### config.mk
export PLATFORM = sky130hd
export DESIGN_NAME = vpsl_top
export DESIGN_NICKNAME = d
export VERILOG_FILES = /design/src/vpsl_stage.v /design/src/vpsl_top.v
export VERILOG_INCLUDE_DIRS = /design/src
export SDC_FILE = /design/constraint.sdc
export NUM_CORES = 1
export LEC_CHECK = 0
export ABC_AREA = 0
export BUFFER_PORTS_ARGS = -buffer_cell sky130_fd_sc_hd__buf_2
export CORE_MARGIN = 2
export CORE_UTILIZATION = 45
export DETAILED_ROUTE_END_ITERATION = 7
export GPL_ROUTABILITY_DRIVEN = 0
export PLACE_DENSITY_LB_ADDON = 0.05
export SETUP_SLACK_MARGIN = 0.02
export SLEW_MARGIN = 5
export SYNTH_ARGS = -nofsm -noshare
export SYNTH_HDL_FRONTEND = slang
export SYNTH_SLANG_ARGS = --single-unit
### constraint.sdc
create_clock -name MCLK -period 5.37 [get_ports MCLK]
set_input_delay 1.074 -clock MCLK [delete_from_list [all_inputs] [get_ports MCLK]]
set_output_delay 1.074 -clock MCLK [all_outputs]
set_load 0.01 [all_outputs]
### src/vpsl_defines.vh
// Constants for the voltage protection stage logic.
`ifndef VPSL_DEFINES_VH
`define VPSL_DEFINES_VH

`define VPSL_CLK_NS 5
`define VPSL_TICK_NS 1000000

`define VPSL_OFS_CTRL 8'h00
`define VPSL_OFS_ROUTE 8'h04
`define VPSL_OFS_LS_THR 8'h08
`define VPSL_OFS_LS_TIME 8'h0C
`define VPSL_OFS_HS_THR 8'h10
`define VPSL_OFS_HS_TIME 8'h14
`define VPSL_OFS_OV_THR 8'h18
`define VPSL_OFS_OV_TIME 8'h1C
`define VPSL_OFS_UV_THR 8'h20
`define VPSL_OFS_UV_TIME 8'h24
`define VPSL_OFS_NOMINAL 8'h28
`define VPSL_OFS_STATUS 8'h2C
`define VPSL_OFS_REC_TRIG 8'h30
`define VPSL_OFS_REC_CTRL 8'h34
`define VPSL_OFS_REC_IDX 8'h38
`define VPSL_OFS_REC_DATA 8'h3C

`define VPSL_CTRL_DVB_BIT 0
`define VPSL_CTRL_SGB5_BIT 4
`define VPSL_REC_CTRL_REARM_BIT 0

`define VPSL_RST_CTRL 8'h00
`define VPSL_RST_ROUTE 8'hFF
`define VPSL_RST_LS_THR 12'h200
`define VPSL_RST_HS_THR 12'h600
`define VPSL_RST_OV_THR 12'hA00
`define VPSL_RST_UV_THR 12'h600
`define VPSL_RST_TIME 16'h0064
`define VPSL_RST_NOMINAL 12'h800
`define VPSL_RST_REC_TRIG 4'hF
`define VPSL_RST_REC_POST 4'h8

`define VPSL_DEAD_DIV 12'h005

`define VPSL_REC_IDLE 2'h0
`define VPSL_REC_POST 2'h1
`define VPSL_REC_DONE 2'h2

`endif

### src/vpsl_stage.v
// One protection stage: start on threshold condition, trip when the operating timer expires.
`timescale 1ns/100ps
module vpsl_stage #(
    parameter TW = 16
) (
    input wire clk,
    input wire arst_n,
    input wire tick,
    input wire cond,
    input wire block,
    input wire trip_inh,
    input wire [TW-1:0] op_time,
    output wire start,
    output wire trip
);
    reg start_r;
    reg trip_r;
    reg [TW-1:0] cnt_r;

    assign start = start_r;
    assign trip = trip_r;

    always @(posedge clk or negedge arst_n) begin
        if (!arst_n) begin
            start_r <= 1'b0;
            trip_r <= 1'b0;
            cnt_r <= {TW{1'b0}};
        end else if (!cond || block) begin
            // Condition gone before expiry: timer cleared, no trip. [RQ17]
            start_r <= 1'b0;
            trip_r <= 1'b0;
            cnt_r <= {TW{1'b0}};
        end else begin
            // Start held while the condition lasts. [RQ18]
            start_r <= 1'b1;
            if (start_r && tick && cnt_r != op_time) begin
                cnt_r <= cnt_r + {{(TW-1){1'b0}}, 1'b1};
            end
            trip_r <= start_r && (cnt_r == op_time) && !trip_inh;
        end
    end
endmodule

### src/vpsl_top.v
// Busbar voltage supervision: four stages, output relay routing and disturbance recorder.
`timescale 1ns/100ps
`include "vpsl_defines.vh"
//
// Summary of operation
// (RQ1) Residual above low-set threshold raises start and launches its timer together.
// (RQ2) Low-set residual trips when its timer reaches operating time while started.
// (RQ3) High-set residual stage works the same with its own threshold and time.
// (RQ4) Overvoltage starts when any phase-to-phase voltage exceeds threshold; trips after time.
// (RQ5) Undervoltage starts when any phase-to-phase voltage drops below threshold; trips after time.
// (RQ6) Dead-voltage switch set suppresses undervoltage start and trip below 0.2 nominal.
// (RQ7) External block inhibits only the undervoltage trip, nothing else.
// (RQ8) External block acts only when blocking switch 5 is set.
// (RQ9) Relay A energised by trip of any of the four stages.
// (RQ10) Relay B driven by high-set residual, overvoltage and undervoltage stages.
// (RQ11) Relay C follows overvoltage, D undervoltage, E low-set residual.
// (RQ12) Supervision relay holds normal contacts when healthy, alternate contacts on fault.
// (RQ13) Recorder captures residual and phase voltage with all starts on trigger.
// (RQ14) Recorder keeps samples from before and after the trigger.
// (RQ15) Records readable through the serial readout port or the register port.
// (RQ16) Relay B trip and B/D start paths gated by routing switches, default set.
// (RQ17) Stage condition ceasing before expiry drops start and clears timer, no trip.
// (RQ18) Each stage has separate start and trip; start held while condition persists.
module vpsl_top #(
    parameter VW = 12,
    parameter TW = 16,
    parameter DEPTH = 16,
    parameter IW = 4,
    parameter [23:0] TICK_CYCLES = `VPSL_TICK_NS / `VPSL_CLK_NS
) (
    input wire MCLK,
    input wire ARST_N,
    input wire [7:0] ADDR,
    input wire [31:0] WDATA,
    input wire WR,
    input wire RD,
    output wire [31:0] RDATA,
    input wire [VW-1:0] U0_IN,
    input wire [VW-1:0] U12_IN,
    input wire [VW-1:0] U23_IN,
    input wire [VW-1:0] U31_IN,
    input wire EXTERNAL_BLOCK_IN,
    input wire INTERNAL_FAULT_IN,
    output wire RESIDUAL_LOW_START_OUT,
    output wire RESIDUAL_LOW_TRIP_OUT,
    output wire RESIDUAL_HIGH_START_OUT,
    output wire RESIDUAL_HIGH_TRIP_OUT,
    output wire OVERVOLTAGE_START_OUT,
    output wire OVERVOLTAGE_TRIP_OUT,
    output wire UNDERVOLTAGE_START_OUT,
    output wire UNDERVOLTAGE_TRIP_OUT,
    output wire RELAY_A,
    output wire RELAY_B,
    output wire RELAY_C,
    output wire RELAY_D,
    output wire RELAY_E,
    output wire SUPV_NORMAL_CLOSED,
    output wire SUPV_FAULT_CLOSED,
    output wire INTERNAL_FAULT_ALARM,
    output wire REC_ACTIVE,
    output wire REC_STORED,
    input wire [IW-1:0] SER_IDX,
    output wire [31:0] SER_DATA
);
    localparam EW = 4 + 2 * VW;

    // ------------------------------------------------------------
    // Settings registers
    // ------------------------------------------------------------
    reg [7:0] ctrl_r;
    reg [7:0] route_r;
    reg [VW-1:0] ls_thr_r;
    reg [VW-1:0] hs_thr_r;
    reg [VW-1:0] ov_thr_r;
    reg [VW-1:0] uv_thr_r;
    reg [TW-1:0] ls_time_r;
    reg [TW-1:0] hs_time_r;
    reg [TW-1:0] ov_time_r;
    reg [TW-1:0] uv_time_r;
    reg [VW-1:0] nominal_r;
    reg [3:0] rec_trig_r;
    reg [IW-1:0] rec_post_r;
    reg [IW-1:0] rec_idx_r;
    reg rearm_r;
    reg [31:0] rdata_r;

    wire dvb_sw = ctrl_r[`VPSL_CTRL_DVB_BIT];
    wire sgb5_sw = ctrl_r[`VPSL_CTRL_SGB5_BIT];

    always @(posedge MCLK or negedge ARST_N) begin
        if (!ARST_N) begin
            ctrl_r <= `VPSL_RST_CTRL;
            route_r <= `VPSL_RST_ROUTE;
            ls_thr_r <= `VPSL_RST_LS_THR;
            hs_thr_r <= `VPSL_RST_HS_THR;
            ov_thr_r <= `VPSL_RST_OV_THR;
            uv_thr_r <= `VPSL_RST_UV_THR;
            ls_time_r <= `VPSL_RST_TIME;
            hs_time_r <= `VPSL_RST_TIME;
            ov_time_r <= `VPSL_RST_TIME;
            uv_time_r <= `VPSL_RST_TIME;
            nominal_r <= `VPSL_RST_NOMINAL;
            rec_trig_r <= `VPSL_RST_REC_TRIG;
            rec_post_r <= `VPSL_RST_REC_POST;
            rec_idx_r <= {IW{1'b0}};
            rearm_r <= 1'b0;
        end else begin
            rearm_r <= 1'b0;
            if (WR) begin
                case (ADDR)
                    `VPSL_OFS_CTRL: begin
                        ctrl_r <= WDATA[7:0];
                    end
                    `VPSL_OFS_ROUTE: begin
                        route_r <= WDATA[7:0];
                    end
                    `VPSL_OFS_LS_THR: begin
                        ls_thr_r <= WDATA[VW-1:0];
                    end
                    `VPSL_OFS_LS_TIME: begin
                        ls_time_r <= WDATA[TW-1:0];
                    end
                    `VPSL_OFS_HS_THR: begin
                        hs_thr_r <= WDATA[VW-1:0];
                    end
                    `VPSL_OFS_HS_TIME: begin
                        hs_time_r <= WDATA[TW-1:0];
                    end
                    `VPSL_OFS_OV_THR: begin
                        ov_thr_r <= WDATA[VW-1:0];
                    end
                    `VPSL_OFS_OV_TIME: begin
                        ov_time_r <= WDATA[TW-1:0];
                    end
                    `VPSL_OFS_UV_THR: begin
                        uv_thr_r <= WDATA[VW-1:0];
                    end
                    `VPSL_OFS_UV_TIME: begin
                        uv_time_r <= WDATA[TW-1:0];
                    end
                    `VPSL_OFS_NOMINAL: begin
                        nominal_r <= WDATA[VW-1:0];
                    end
                    `VPSL_OFS_REC_TRIG: begin
                        rec_trig_r <= WDATA[3:0];
                        rec_post_r <= WDATA[8+IW-1:8];
                    end
                    `VPSL_OFS_REC_CTRL: begin
                        rearm_r <= WDATA[`VPSL_REC_CTRL_REARM_BIT];
                    end
                    `VPSL_OFS_REC_IDX: begin
                        rec_idx_r <= WDATA[IW-1:0];
                    end
                    default: begin
                    end
                endcase
            end
        end
    end

    // ------------------------------------------------------------
    // Operating time base
    // ------------------------------------------------------------
    reg [23:0] tick_cnt_r;
    reg tick_r;

    always @(posedge MCLK or negedge ARST_N) begin
        if (!ARST_N) begin
            tick_cnt_r <= 24'h000000;
            tick_r <= 1'b0;
        end else if (tick_cnt_r >= TICK_CYCLES - 24'h000001) begin
            tick_cnt_r <= 24'h000000;
            tick_r <= 1'b1;
        end else begin
            tick_cnt_r <= tick_cnt_r + 24'h000001;
            tick_r <= 1'b0;
        end
    end

    // ------------------------------------------------------------
    // Stage conditions and blocking
    // ------------------------------------------------------------
    wire [VW-1:0] dead_level = nominal_r / `VPSL_DEAD_DIV;
    wire ls_cond = U0_IN > ls_thr_r; // [RQ1]
    wire hs_cond = U0_IN > hs_thr_r; // [RQ3]
    wire ov_cond = (U12_IN > ov_thr_r) || (U23_IN > ov_thr_r) || (U31_IN > ov_thr_r); // [RQ4]
    wire uv_cond = (U12_IN < uv_thr_r) || (U23_IN < uv_thr_r) || (U31_IN < uv_thr_r); // [RQ5]
    wire all_dead = (U12_IN < dead_level) && (U23_IN < dead_level) && (U31_IN < dead_level);
    wire uv_dead_block = dvb_sw && all_dead; // [RQ6]
    wire uv_trip_inh = sgb5_sw && EXTERNAL_BLOCK_IN; // [RQ7] [RQ8]

    wire ls_start;
    wire ls_trip;
    wire hs_start;
    wire hs_trip;
    wire ov_start;
    wire ov_trip;
    wire uv_start;
    wire uv_trip;

    // Low-set residual stage. [RQ1] [RQ2]
    vpsl_stage #(.TW(TW)) u_ls (
        .clk(MCLK),
        .arst_n(ARST_N),
        .tick(tick_r),
        .cond(ls_cond),
        .block(1'b0),
        .trip_inh(1'b0),
        .op_time(ls_time_r),
        .start(ls_start),
        .trip(ls_trip)
    );

    // High-set residual stage. [RQ3]
    vpsl_stage #(.TW(TW)) u_hs (
        .clk(MCLK),
        .arst_n(ARST_N),
        .tick(tick_r),
        .cond(hs_cond),
        .block(1'b0),
        .trip_inh(1'b0),
        .op_time(hs_time_r),
        .start(hs_start),
        .trip(hs_trip)
    );

    // Phase overvoltage stage. [RQ4]
    vpsl_stage #(.TW(TW)) u_ov (
        .clk(MCLK),
        .arst_n(ARST_N),
        .tick(tick_r),
        .cond(ov_cond),
        .block(1'b0),
        .trip_inh(1'b0),
        .op_time(ov_time_r),
        .start(ov_start),
        .trip(ov_trip)
    );

    // Phase undervoltage stage with dead-voltage and external blocking. [RQ5] [RQ6] [RQ7]
    vpsl_stage #(.TW(TW)) u_uv (
        .clk(MCLK),
        .arst_n(ARST_N),
        .tick(tick_r),
        .cond(uv_cond),
        .block(uv_dead_block),
        .trip_inh(uv_trip_inh),
        .op_time(uv_time_r),
        .start(uv_start),
        .trip(uv_trip)
    );

    // ------------------------------------------------------------
    // Output relays
    // ------------------------------------------------------------
    reg [4:0] relay_r;
    reg fault_r;

    always @(posedge MCLK or negedge ARST_N) begin
        if (!ARST_N) begin
            relay_r <= 5'h00;
            fault_r <= 1'b0;
        end else begin
            relay_r[0] <= ls_trip || hs_trip || ov_trip || uv_trip; // [RQ9]
            relay_r[1] <= hs_trip || (ov_trip && route_r[4]) || (uv_trip && route_r[5]) ||
                (ov_start && route_r[6]); // [RQ10] [RQ16]
            relay_r[2] <= ov_trip; // [RQ11]
            relay_r[3] <= uv_trip || (uv_start && route_r[7]); // [RQ11] [RQ16]
            relay_r[4] <= ls_trip; // [RQ11]
            fault_r <= INTERNAL_FAULT_IN;
        end
    end

    assign RELAY_A = relay_r[0];
    assign RELAY_B = relay_r[1];
    assign RELAY_C = relay_r[2];
    assign RELAY_D = relay_r[3];
    assign RELAY_E = relay_r[4];
    assign SUPV_NORMAL_CLOSED = !fault_r; // [RQ12]
    assign SUPV_FAULT_CLOSED = fault_r; // [RQ12]
    assign INTERNAL_FAULT_ALARM = fault_r;

    assign RESIDUAL_LOW_START_OUT = ls_start;
    assign RESIDUAL_LOW_TRIP_OUT = ls_trip;
    assign RESIDUAL_HIGH_START_OUT = hs_start;
    assign RESIDUAL_HIGH_TRIP_OUT = hs_trip;
    assign OVERVOLTAGE_START_OUT = ov_start;
    assign OVERVOLTAGE_TRIP_OUT = ov_trip;
    assign UNDERVOLTAGE_START_OUT = uv_start;
    assign UNDERVOLTAGE_TRIP_OUT = uv_trip;

    // ------------------------------------------------------------
    // Disturbance recorder
    // ------------------------------------------------------------
    // The ring runs continuously while idle, so the samples before the
    // trigger are already held when it fires.
    reg [EW-1:0] mem [0:DEPTH-1];
    reg [IW-1:0] wr_ptr_r;
    reg [IW-1:0] post_cnt_r;
    reg [1:0] rec_state_r;
    reg [1:0] rec_state_nxt;
    reg [31:0] ser_data_r;

    wire [3:0] starts = {uv_start, ov_start, hs_start, ls_start};
    wire rec_trigger = |(starts & rec_trig_r); // [RQ13]
    wire rec_write = tick_r && (rec_state_r != `VPSL_REC_DONE);
    wire [IW-1:0] rd_slot = wr_ptr_r + rec_idx_r;
    wire [IW-1:0] ser_slot = wr_ptr_r + SER_IDX;

    always @* begin
        rec_state_nxt = rec_state_r;
        case (rec_state_r)
            `VPSL_REC_IDLE: begin
                if (tick_r && rec_trigger) begin
                    rec_state_nxt = `VPSL_REC_POST;
                end
            end
            `VPSL_REC_POST: begin
                if (tick_r && post_cnt_r == {IW{1'b0}}) begin
                    rec_state_nxt = `VPSL_REC_DONE;
                end
            end
            `VPSL_REC_DONE: begin
                if (rearm_r) begin
                    rec_state_nxt = `VPSL_REC_IDLE;
                end
            end
            default: begin
                rec_state_nxt = `VPSL_REC_IDLE;
            end
        endcase
    end

    always @(posedge MCLK or negedge ARST_N) begin
        if (!ARST_N) begin
            rec_state_r <= `VPSL_REC_IDLE;
            wr_ptr_r <= {IW{1'b0}};
            post_cnt_r <= {IW{1'b0}};
        end else begin
            rec_state_r <= rec_state_nxt;
            if (rec_write) begin
                wr_ptr_r <= wr_ptr_r + {{(IW-1){1'b0}}, 1'b1};
            end
            if (rec_state_r == `VPSL_REC_IDLE) begin
                post_cnt_r <= rec_post_r; // [RQ14]
            end else if (rec_state_r == `VPSL_REC_POST && tick_r) begin
                post_cnt_r <= post_cnt_r - {{(IW-1){1'b0}}, 1'b1}; // [RQ14]
            end
        end
    end

    always @(posedge MCLK) begin
        if (rec_write) begin
            mem[wr_ptr_r] <= {starts, U12_IN, U0_IN}; // [RQ13]
        end
    end

    // Serial readout port, indexed from the oldest sample. [RQ15]
    always @(posedge MCLK or negedge ARST_N) begin
        if (!ARST_N) begin
            ser_data_r <= 32'h00000000;
        end else begin
            ser_data_r <= {{(32-EW){1'b0}}, mem[ser_slot]};
        end
    end

    assign SER_DATA = ser_data_r;
    assign REC_ACTIVE = rec_state_r == `VPSL_REC_POST;
    assign REC_STORED = rec_state_r == `VPSL_REC_DONE;

    // ------------------------------------------------------------
    // Register read port
    // ------------------------------------------------------------
    wire [31:0] status = {15'h0000, uv_dead_block, REC_STORED, REC_ACTIVE, fault_r, relay_r,
        uv_trip, uv_start, ov_trip, ov_start, hs_trip, hs_start, ls_trip, ls_start};

    always @(posedge MCLK or negedge ARST_N) begin
        if (!ARST_N) begin
            rdata_r <= 32'h00000000;
        end else if (RD) begin
            case (ADDR)
                `VPSL_OFS_CTRL: rdata_r <= {24'h000000, ctrl_r};
                `VPSL_OFS_ROUTE: rdata_r <= {24'h000000, route_r};
                `VPSL_OFS_LS_THR: rdata_r <= {{(32-VW){1'b0}}, ls_thr_r};
                `VPSL_OFS_LS_TIME: rdata_r <= {{(32-TW){1'b0}}, ls_time_r};
                `VPSL_OFS_HS_THR: rdata_r <= {{(32-VW){1'b0}}, hs_thr_r};
                `VPSL_OFS_HS_TIME: rdata_r <= {{(32-TW){1'b0}}, hs_time_r};
                `VPSL_OFS_OV_THR: rdata_r <= {{(32-VW){1'b0}}, ov_thr_r};
                `VPSL_OFS_OV_TIME: rdata_r <= {{(32-TW){1'b0}}, ov_time_r};
                `VPSL_OFS_UV_THR: rdata_r <= {{(32-VW){1'b0}}, uv_thr_r};
                `VPSL_OFS_UV_TIME: rdata_r <= {{(32-TW){1'b0}}, uv_time_r};
                `VPSL_OFS_NOMINAL: rdata_r <= {{(32-VW){1'b0}}, nominal_r};
                `VPSL_OFS_STATUS: rdata_r <= status;
                `VPSL_OFS_REC_TRIG: rdata_r <= {{(24-IW){1'b0}}, rec_post_r, 4'h0, rec_trig_r};
                `VPSL_OFS_REC_CTRL: rdata_r <= {30'h00000000, rec_state_r};
                `VPSL_OFS_REC_IDX: rdata_r <= {{(32-IW){1'b0}}, rec_idx_r};
                `VPSL_OFS_REC_DATA: rdata_r <= {{(32-EW){1'b0}}, mem[rd_slot]}; // [RQ15]
                default: rdata_r <= 32'h00000000;
            endcase
        end else begin
            rdata_r <= 32'h00000000;
        end
    end

    assign RDATA = rdata_r;
endmodule

# == After elaboration in Yosys (flattened, before gate mapping) ==
# Memories as Yosys holds them, arrays and structs flattened. A register that Yosys moved wholly into a read port is not among the register bits.
# Index checks and enable logic that the tools add are counted.
# word_totals
reg_bits,298
ramBits,448
output_inout_bits,82
elab_cells,182
mem_count,1
# memory_table
name,words,word_bits,read_ports,rd_clocked_by_memory_dff,wr,line,text
mem,16,28,2,1,1,vpsl_top.v:297,reg [EW-1:0] mem [0:DEPTH-1];
# op_classes
n_addsub,9
n_div,1
order_cmp,12
n_eq_ne,32
mux,30
n_bitwise,1
reduce_logical,61
# op_table
cell,count
$pmux 28 s16,1
$mux 16,8
$lt 12x12->1,6
$add 16x1->16 const B,4
$eq 16x16->1,4
$eq 8x6->1 const B,8
$ne 16x16->1,4
$gt 12x12->1,5
$eq 8x5->1 const B,4
$mux 32,1
$reduce_and 2->1,13
$logic_and 1x1->1,25
$add 24x1->24 const B,1
$ge 24x18->1 const B,1
$mux 24,1
$eq 8x4->1 const B,2
$mux 1,13
$div 12x3->12 const B,1
$logic_or 1x1->1,12
$ne 2x1->1 const B,5
$add 4x4->4,2
$eq 8x3->1 const B,1
$logic_not 8->1,1
$mux 4,2
other kinds (14),21

# == Logic depth before layout (Yosys ltp) ==
# depth
ltp_word,7
depth_mapped,22

# == Cells and area by module ==
# A second synthesis with hierarchy kept.
# hier_totals
hier_cells,2818
hier_area_um2,39247.6
# by_module_without_submodules
module,n_inst,cells_each,area_each_um2,seq_area_each_um2
vpsl_top,1,2318,34713.3,19750.2
vpsl_stage,4,125,1133.6,450.4

# == Worst setup path before layout ==
# OpenSTA, ideal clock, no wires.
# synth_path
path_kind,reg2reg
from,reg nominal_r[11]
to,reg u_uv.cnt_r[10]
setup_ps,136
arrival_time_ps,4445
required_time_ps,5234
path_slack_ps,789
path_stages_with_launch,22
synth_period_minus_slack_ps,4581
path_cell_list,dfstp_2 buf_2 nand2b_1 xnor2_1 o31ai_1 or3_1 buf_2 mux2_2 o311ai_4 mux2_4 nor2_1 o21a_1 ha_1 a21o_1 a21oi_1 nor3_1 a2111oi_0 and4b_1 o21ai_0 a32oi_4 buf_6 nor3_1
# synth_between
elab_chain_cells,7
word_cells_on_any_way,10
# synth_lines
item,line,text
start: declaration,vpsl_top.v:80,reg [VW-1:0] nominal_r;
start signal: assignment,vpsl_top.v:102,nominal_r <= `VPSL_RST_NOMINAL;
start signal: assignment,vpsl_top.v:142,nominal_r <= WDATA[VW-1:0];
$div 12x3->12 (no source line) *,-,
$lt 12x12->1,vpsl_top.v:188,wire all_dead = (U12_IN < dead_level) && (U23_IN < dead_level) && (U31_IN < dead_level);
$logic_and 1x1->1,vpsl_top.v:188,
$logic_and 1x1->1 *,vpsl_top.v:188,
$logic_and 1x1->1 *,vpsl_top.v:189,wire uv_dead_block = dvb_sw && all_dead;
$logic_or 1x1->1 *,vpsl_stage.v:28,end else if (!cond || block) begin
$mux 16 or $reduce_bool 2->1 (tied branches),-,
end signal: assignment,vpsl_stage.v:27,cnt_r <= {TW{1'b0}};
end signal: assignment,vpsl_stage.v:32,cnt_r <= {TW{1'b0}};
end signal: assignment,vpsl_stage.v:37,"cnt_r <= cnt_r + {{(TW-1){1'b0}}, 1'b1};"
end: declaration,vpsl_stage.v:18,reg [TW-1:0] cnt_r;
# Mark *: on every way between the ends. The rest lies on a longest branch, timed or not.
# A chain may end at the register's enable or synchronous reset.

# == Final worst setup path ==
# layout_path
from,reg nominal_r[10]
to,reg u_uv.cnt_r[12]
# Same word-level chain as after synthesis.

==> flow_summary.yaml <==
status:
  status: "complete, no violations"
timing:
  finalHoldViolCount: 0
  relSlewSlack_pct: 28.24
  holdWs_ps: 420.7
  final.setup.tns_ps: 0
  worst_slew_pin_slew_ps: 1074
  timing.fmax_mhz: 201.5
  rsz0062_at_grt: "no"
  post-route-min-period_ps: 4963
  slew_viol_final: 0
  setup_viol: 0
  post-route-period-util_pct: 92.42
  skew_ps: 31.31
  layout_setup_ws_ps: 407.0
job:
  maxCapViolCount: 0
global_route:
  antenna_found_initial: 5
  grt_pass1_vias: 26020
  grt_use_total_pct: 26.51
  grt_start_max_net_pins: 117
  grt_pass1_wl_um: 173800
  overflow: 0
cts:
  post_cts.repair.setup_buffers: 0
  cts_hold_buf: 0
  cts-buffers-inserted: 84
  cts.repair.resized: 0
  path_clk_slew_ps: 60
  cts_root_buffer: "clkbuf_16"
  clkSinkCount: 770
  cts_tree: "built"
  htreeDepth: 3
  clock_latency_ps: 660
  clk_path_buf_depth: 3
pwr:
  power.density_nw_per_um2: 491.9
  power_frac_comb_pct: 37.6
  internal_power_mw: 14.16
  peakVddDrop_mv: 0.3771
  power_frac_clock_pct: 27.0
  p_sw_share_pct: 34.73
  p_switching_mw: 7.536
  p_seq_share_pct: 35.4
  leakagePower_nw: 16.87
synth:
  async_flop_share_pct: 41.82
  ys_top_cells_by_area: "edfxtp_1, dfrtp_1, mux4_2"
  synth_compound_area_share_pct: 7.306
  yosysUniqueCellTypes: 86
  synth_simple_gate_area_share_pct: 7.890
  synth_top_family_by_area: "multiplexers"
  synth_top_area_cell: "edfxtp_1"
  syn_inst: 2738
  synth.top_cells.by_count: "edfxtp_1, dfrtp_1, mux4_2, mux2_2, nor2_1"
  synth_adder_area_share_pct: 4.576
  syn_area_um2: 38770
  synth_top_flop_cell: "edfxtp_1"
  synth_top_cell_area_share_pct: 34.70
  synth_most_common_cell: "edfxtp_1"
  synthXorXnorAreaFrac_pct: 3.411
  synthMuxAreaShare_pct: 18.70
  ys_seq_elements: 770
  synth_edf_count: 448
  seq_area_frac_synth_pct: 55.58
  avgSynthCellArea_um2: 14.16
  ys_warn_count: 0
worst_setup_path:
  crit_required_ps: 5880
  r2r_setup_slack_ps: 410
  critPathKind: "reg2reg"
  cp_data_arrival_time_ps: 5480
  rr_worst_depth: 19
  crit_path_end_kind: "flop"
  start_kind: "flop"
  worstPathMaxFanout: 19
  r2r_start: "nominal_r[10]$_DFFE_PN0P_"
  crit_end: "u_uv.cnt_r[12]$_DFFE_PN0P_"
  reg2reg_to: "u_uv.cnt_r[12]$_DFFE_PN0P_"
  crit_start: "nominal_r[10]$_DFFE_PN0P_"
layout:
  finalNonFillerCells: 4124
  nets: 3144
  drive_gt1_share_pct: 28.21
  nFillCells: 7221
  area_delta_synth_final_pct: 13.79
placement:
  dp_cells: 3965
  pre_cts_ws_ps: 95.15
  io_buffers: 155
  post-dp-hpwl_um: 79120
worst_hold_path:
  hold_path.class: "in2async"
die:
  num_rows: 107
  core_area_um2: 85280
  io_pins: 180
  dieWidth_um: 297.5
  initial_core_util_pct: 45.47
  die_area_um2: 88530
  die_y_um: 297.5
routing:
  via_count: 25180
  via_per_inst: 6.107
  dr.pass1.iters: 7
  wl_per_cell_um: 28.47
  drt_iter0_markers: 1988
  antenna_left: 0
  wirelength_um: 117400
  drc: 0
cell families after synthesis:
family	after synthesis
AO/OA/AOI/OAI	394
XOR/XNOR	151
adder cells (fa/ha/maj)	141
buffers and inverters	247
flip-flops	770
multiplexers	423
other	1
AND/OR/NAND/NOR	611
power groups by stage:
stage / combinational (mW) / clock [mW] / sequential (mW)
2_1_floorplan: 5.47 / 0 / 7.65
6_report: 8.15 / 5.86 / 7.69
3_3_place_gp: 8.16 / 0 / 7.75
5_1_grt: 8.77 / 6.18 / 7.77
3_5_place_dp: 8.24 / 0 / 7.80
4_1_cts: 8.26 / 5.96 / 7.69
stage by stage:
stage | util, % | instance area [um2] | power (mW)
finish | 51.74 | 44120 | 21.70
global route | 51.74 | 44120 | 22.72
CTS | 51.70 | 44090 | 21.91
detailed placement | 48.39 | 41270 | 16.04
global placement | 48.39 | 41270 | 15.90
floorplan | - | 38820 | 13.12
cell type report:
class	count	area [um2]	share of cell area, %
Inverter	81	304.0	0.6891
Clock inverter	45	439.2	0.9954
Sequential cell	770	21560	48.86
Clock buffer	112	2379	5.391
Timing Repair Buffer	236	1473	3.338
Multi-Input combinational cell	1734	16530	37.47
Tap cell	1144	1431	3.244
Antenna cell	2	5.005	0.01134
worst min path at each step:
stage | from | slack, ps | end | cells after the start
detailed placement | rearm_r$_DFF_PN0_ | 440 | rec_state_r[1]$_DFFE_PN0P_ | 1
global placement | rearm_r$_DFF_PN0_ | 430 | rec_state_r[1]$_DFFE_PN0P_ | 1
global route | ARST_N | 440 | INTERNAL_FAULT_ALARM$_DFF_PN0_ | 1
CTS | ARST_N | 420 | u_ov.cnt_r[9]$_DFFE_PN0P_ | 1
floorplan | rearm_r$_DFF_PN0_ | 410 | rec_state_r[1]$_DFFE_PN0P_ | 1
finish | ARST_N | 420 | u_ls.cnt_r[3]$_DFFE_PN0P_ | 1
cells in the final DEF (no fill, tap or decap), types with 51 or more instances in the layout:
master	n
clkbuf_16	85
xnor2_1	73
nor2_1	144
a211oi_1	64
buf_2	154
ha_1	135
xor2_1	73
buf_4	74
nand2_1	148
a22oi_1	54
edfxtp_1	448
mux4_2	224
nand4_1	51
inv_1	80
mux2_2	165
dfrtp_1	288
worst max-delay path, stage by stage, from the launching register on:
cell	delay [ps]
dfrtp_1	640
xor2_1	310
o21ba_1	170
o211ai_1	130
or3_4	410
mux2_2	300
o311ai_4	260
mux2_4	240
nor2_1	50
o21a_1	240
ha_1	320
a21o_1	190
a21oi_1	130
nor3_1	60
a2111oi_0	340
and4b_1	300
o21ai_0	160
a32oi_4	260
buf_6	240
nor3_1	80
per-layer routing:
layer	track usage [%]	share of wire [%]	vias up	wire [um]
met5	0	0.0060	-	7
met2	43.48	48	862	56460
met1	36.15	42	13170	49700
met3	3.871	5.9	209	6972
met4	9.380	3.6	2	4250
li1	-	-	10950	-
flip-flops by register name, indices dropped and copies added (netlist names), 5 cells and up:
register    flops
mem           448
uv_time_r      16
u_ov.cnt_r     16
hs_time_r      16
relay_r         5
RDATA          28
ls_time_r      16
hs_thr_r       12
tick_cnt_r     24
ov_thr_r       12
u_uv.cnt_r     16
ctrl_r          8
ls_thr_r       12
u_hs.cnt_r     16
SER_DATA       28
ov_time_r      16
u_ls.cnt_r     16
uv_thr_r       12
nominal_r      12
route_r         8
No activity file was read; power rests on OpenSTA's default activity.
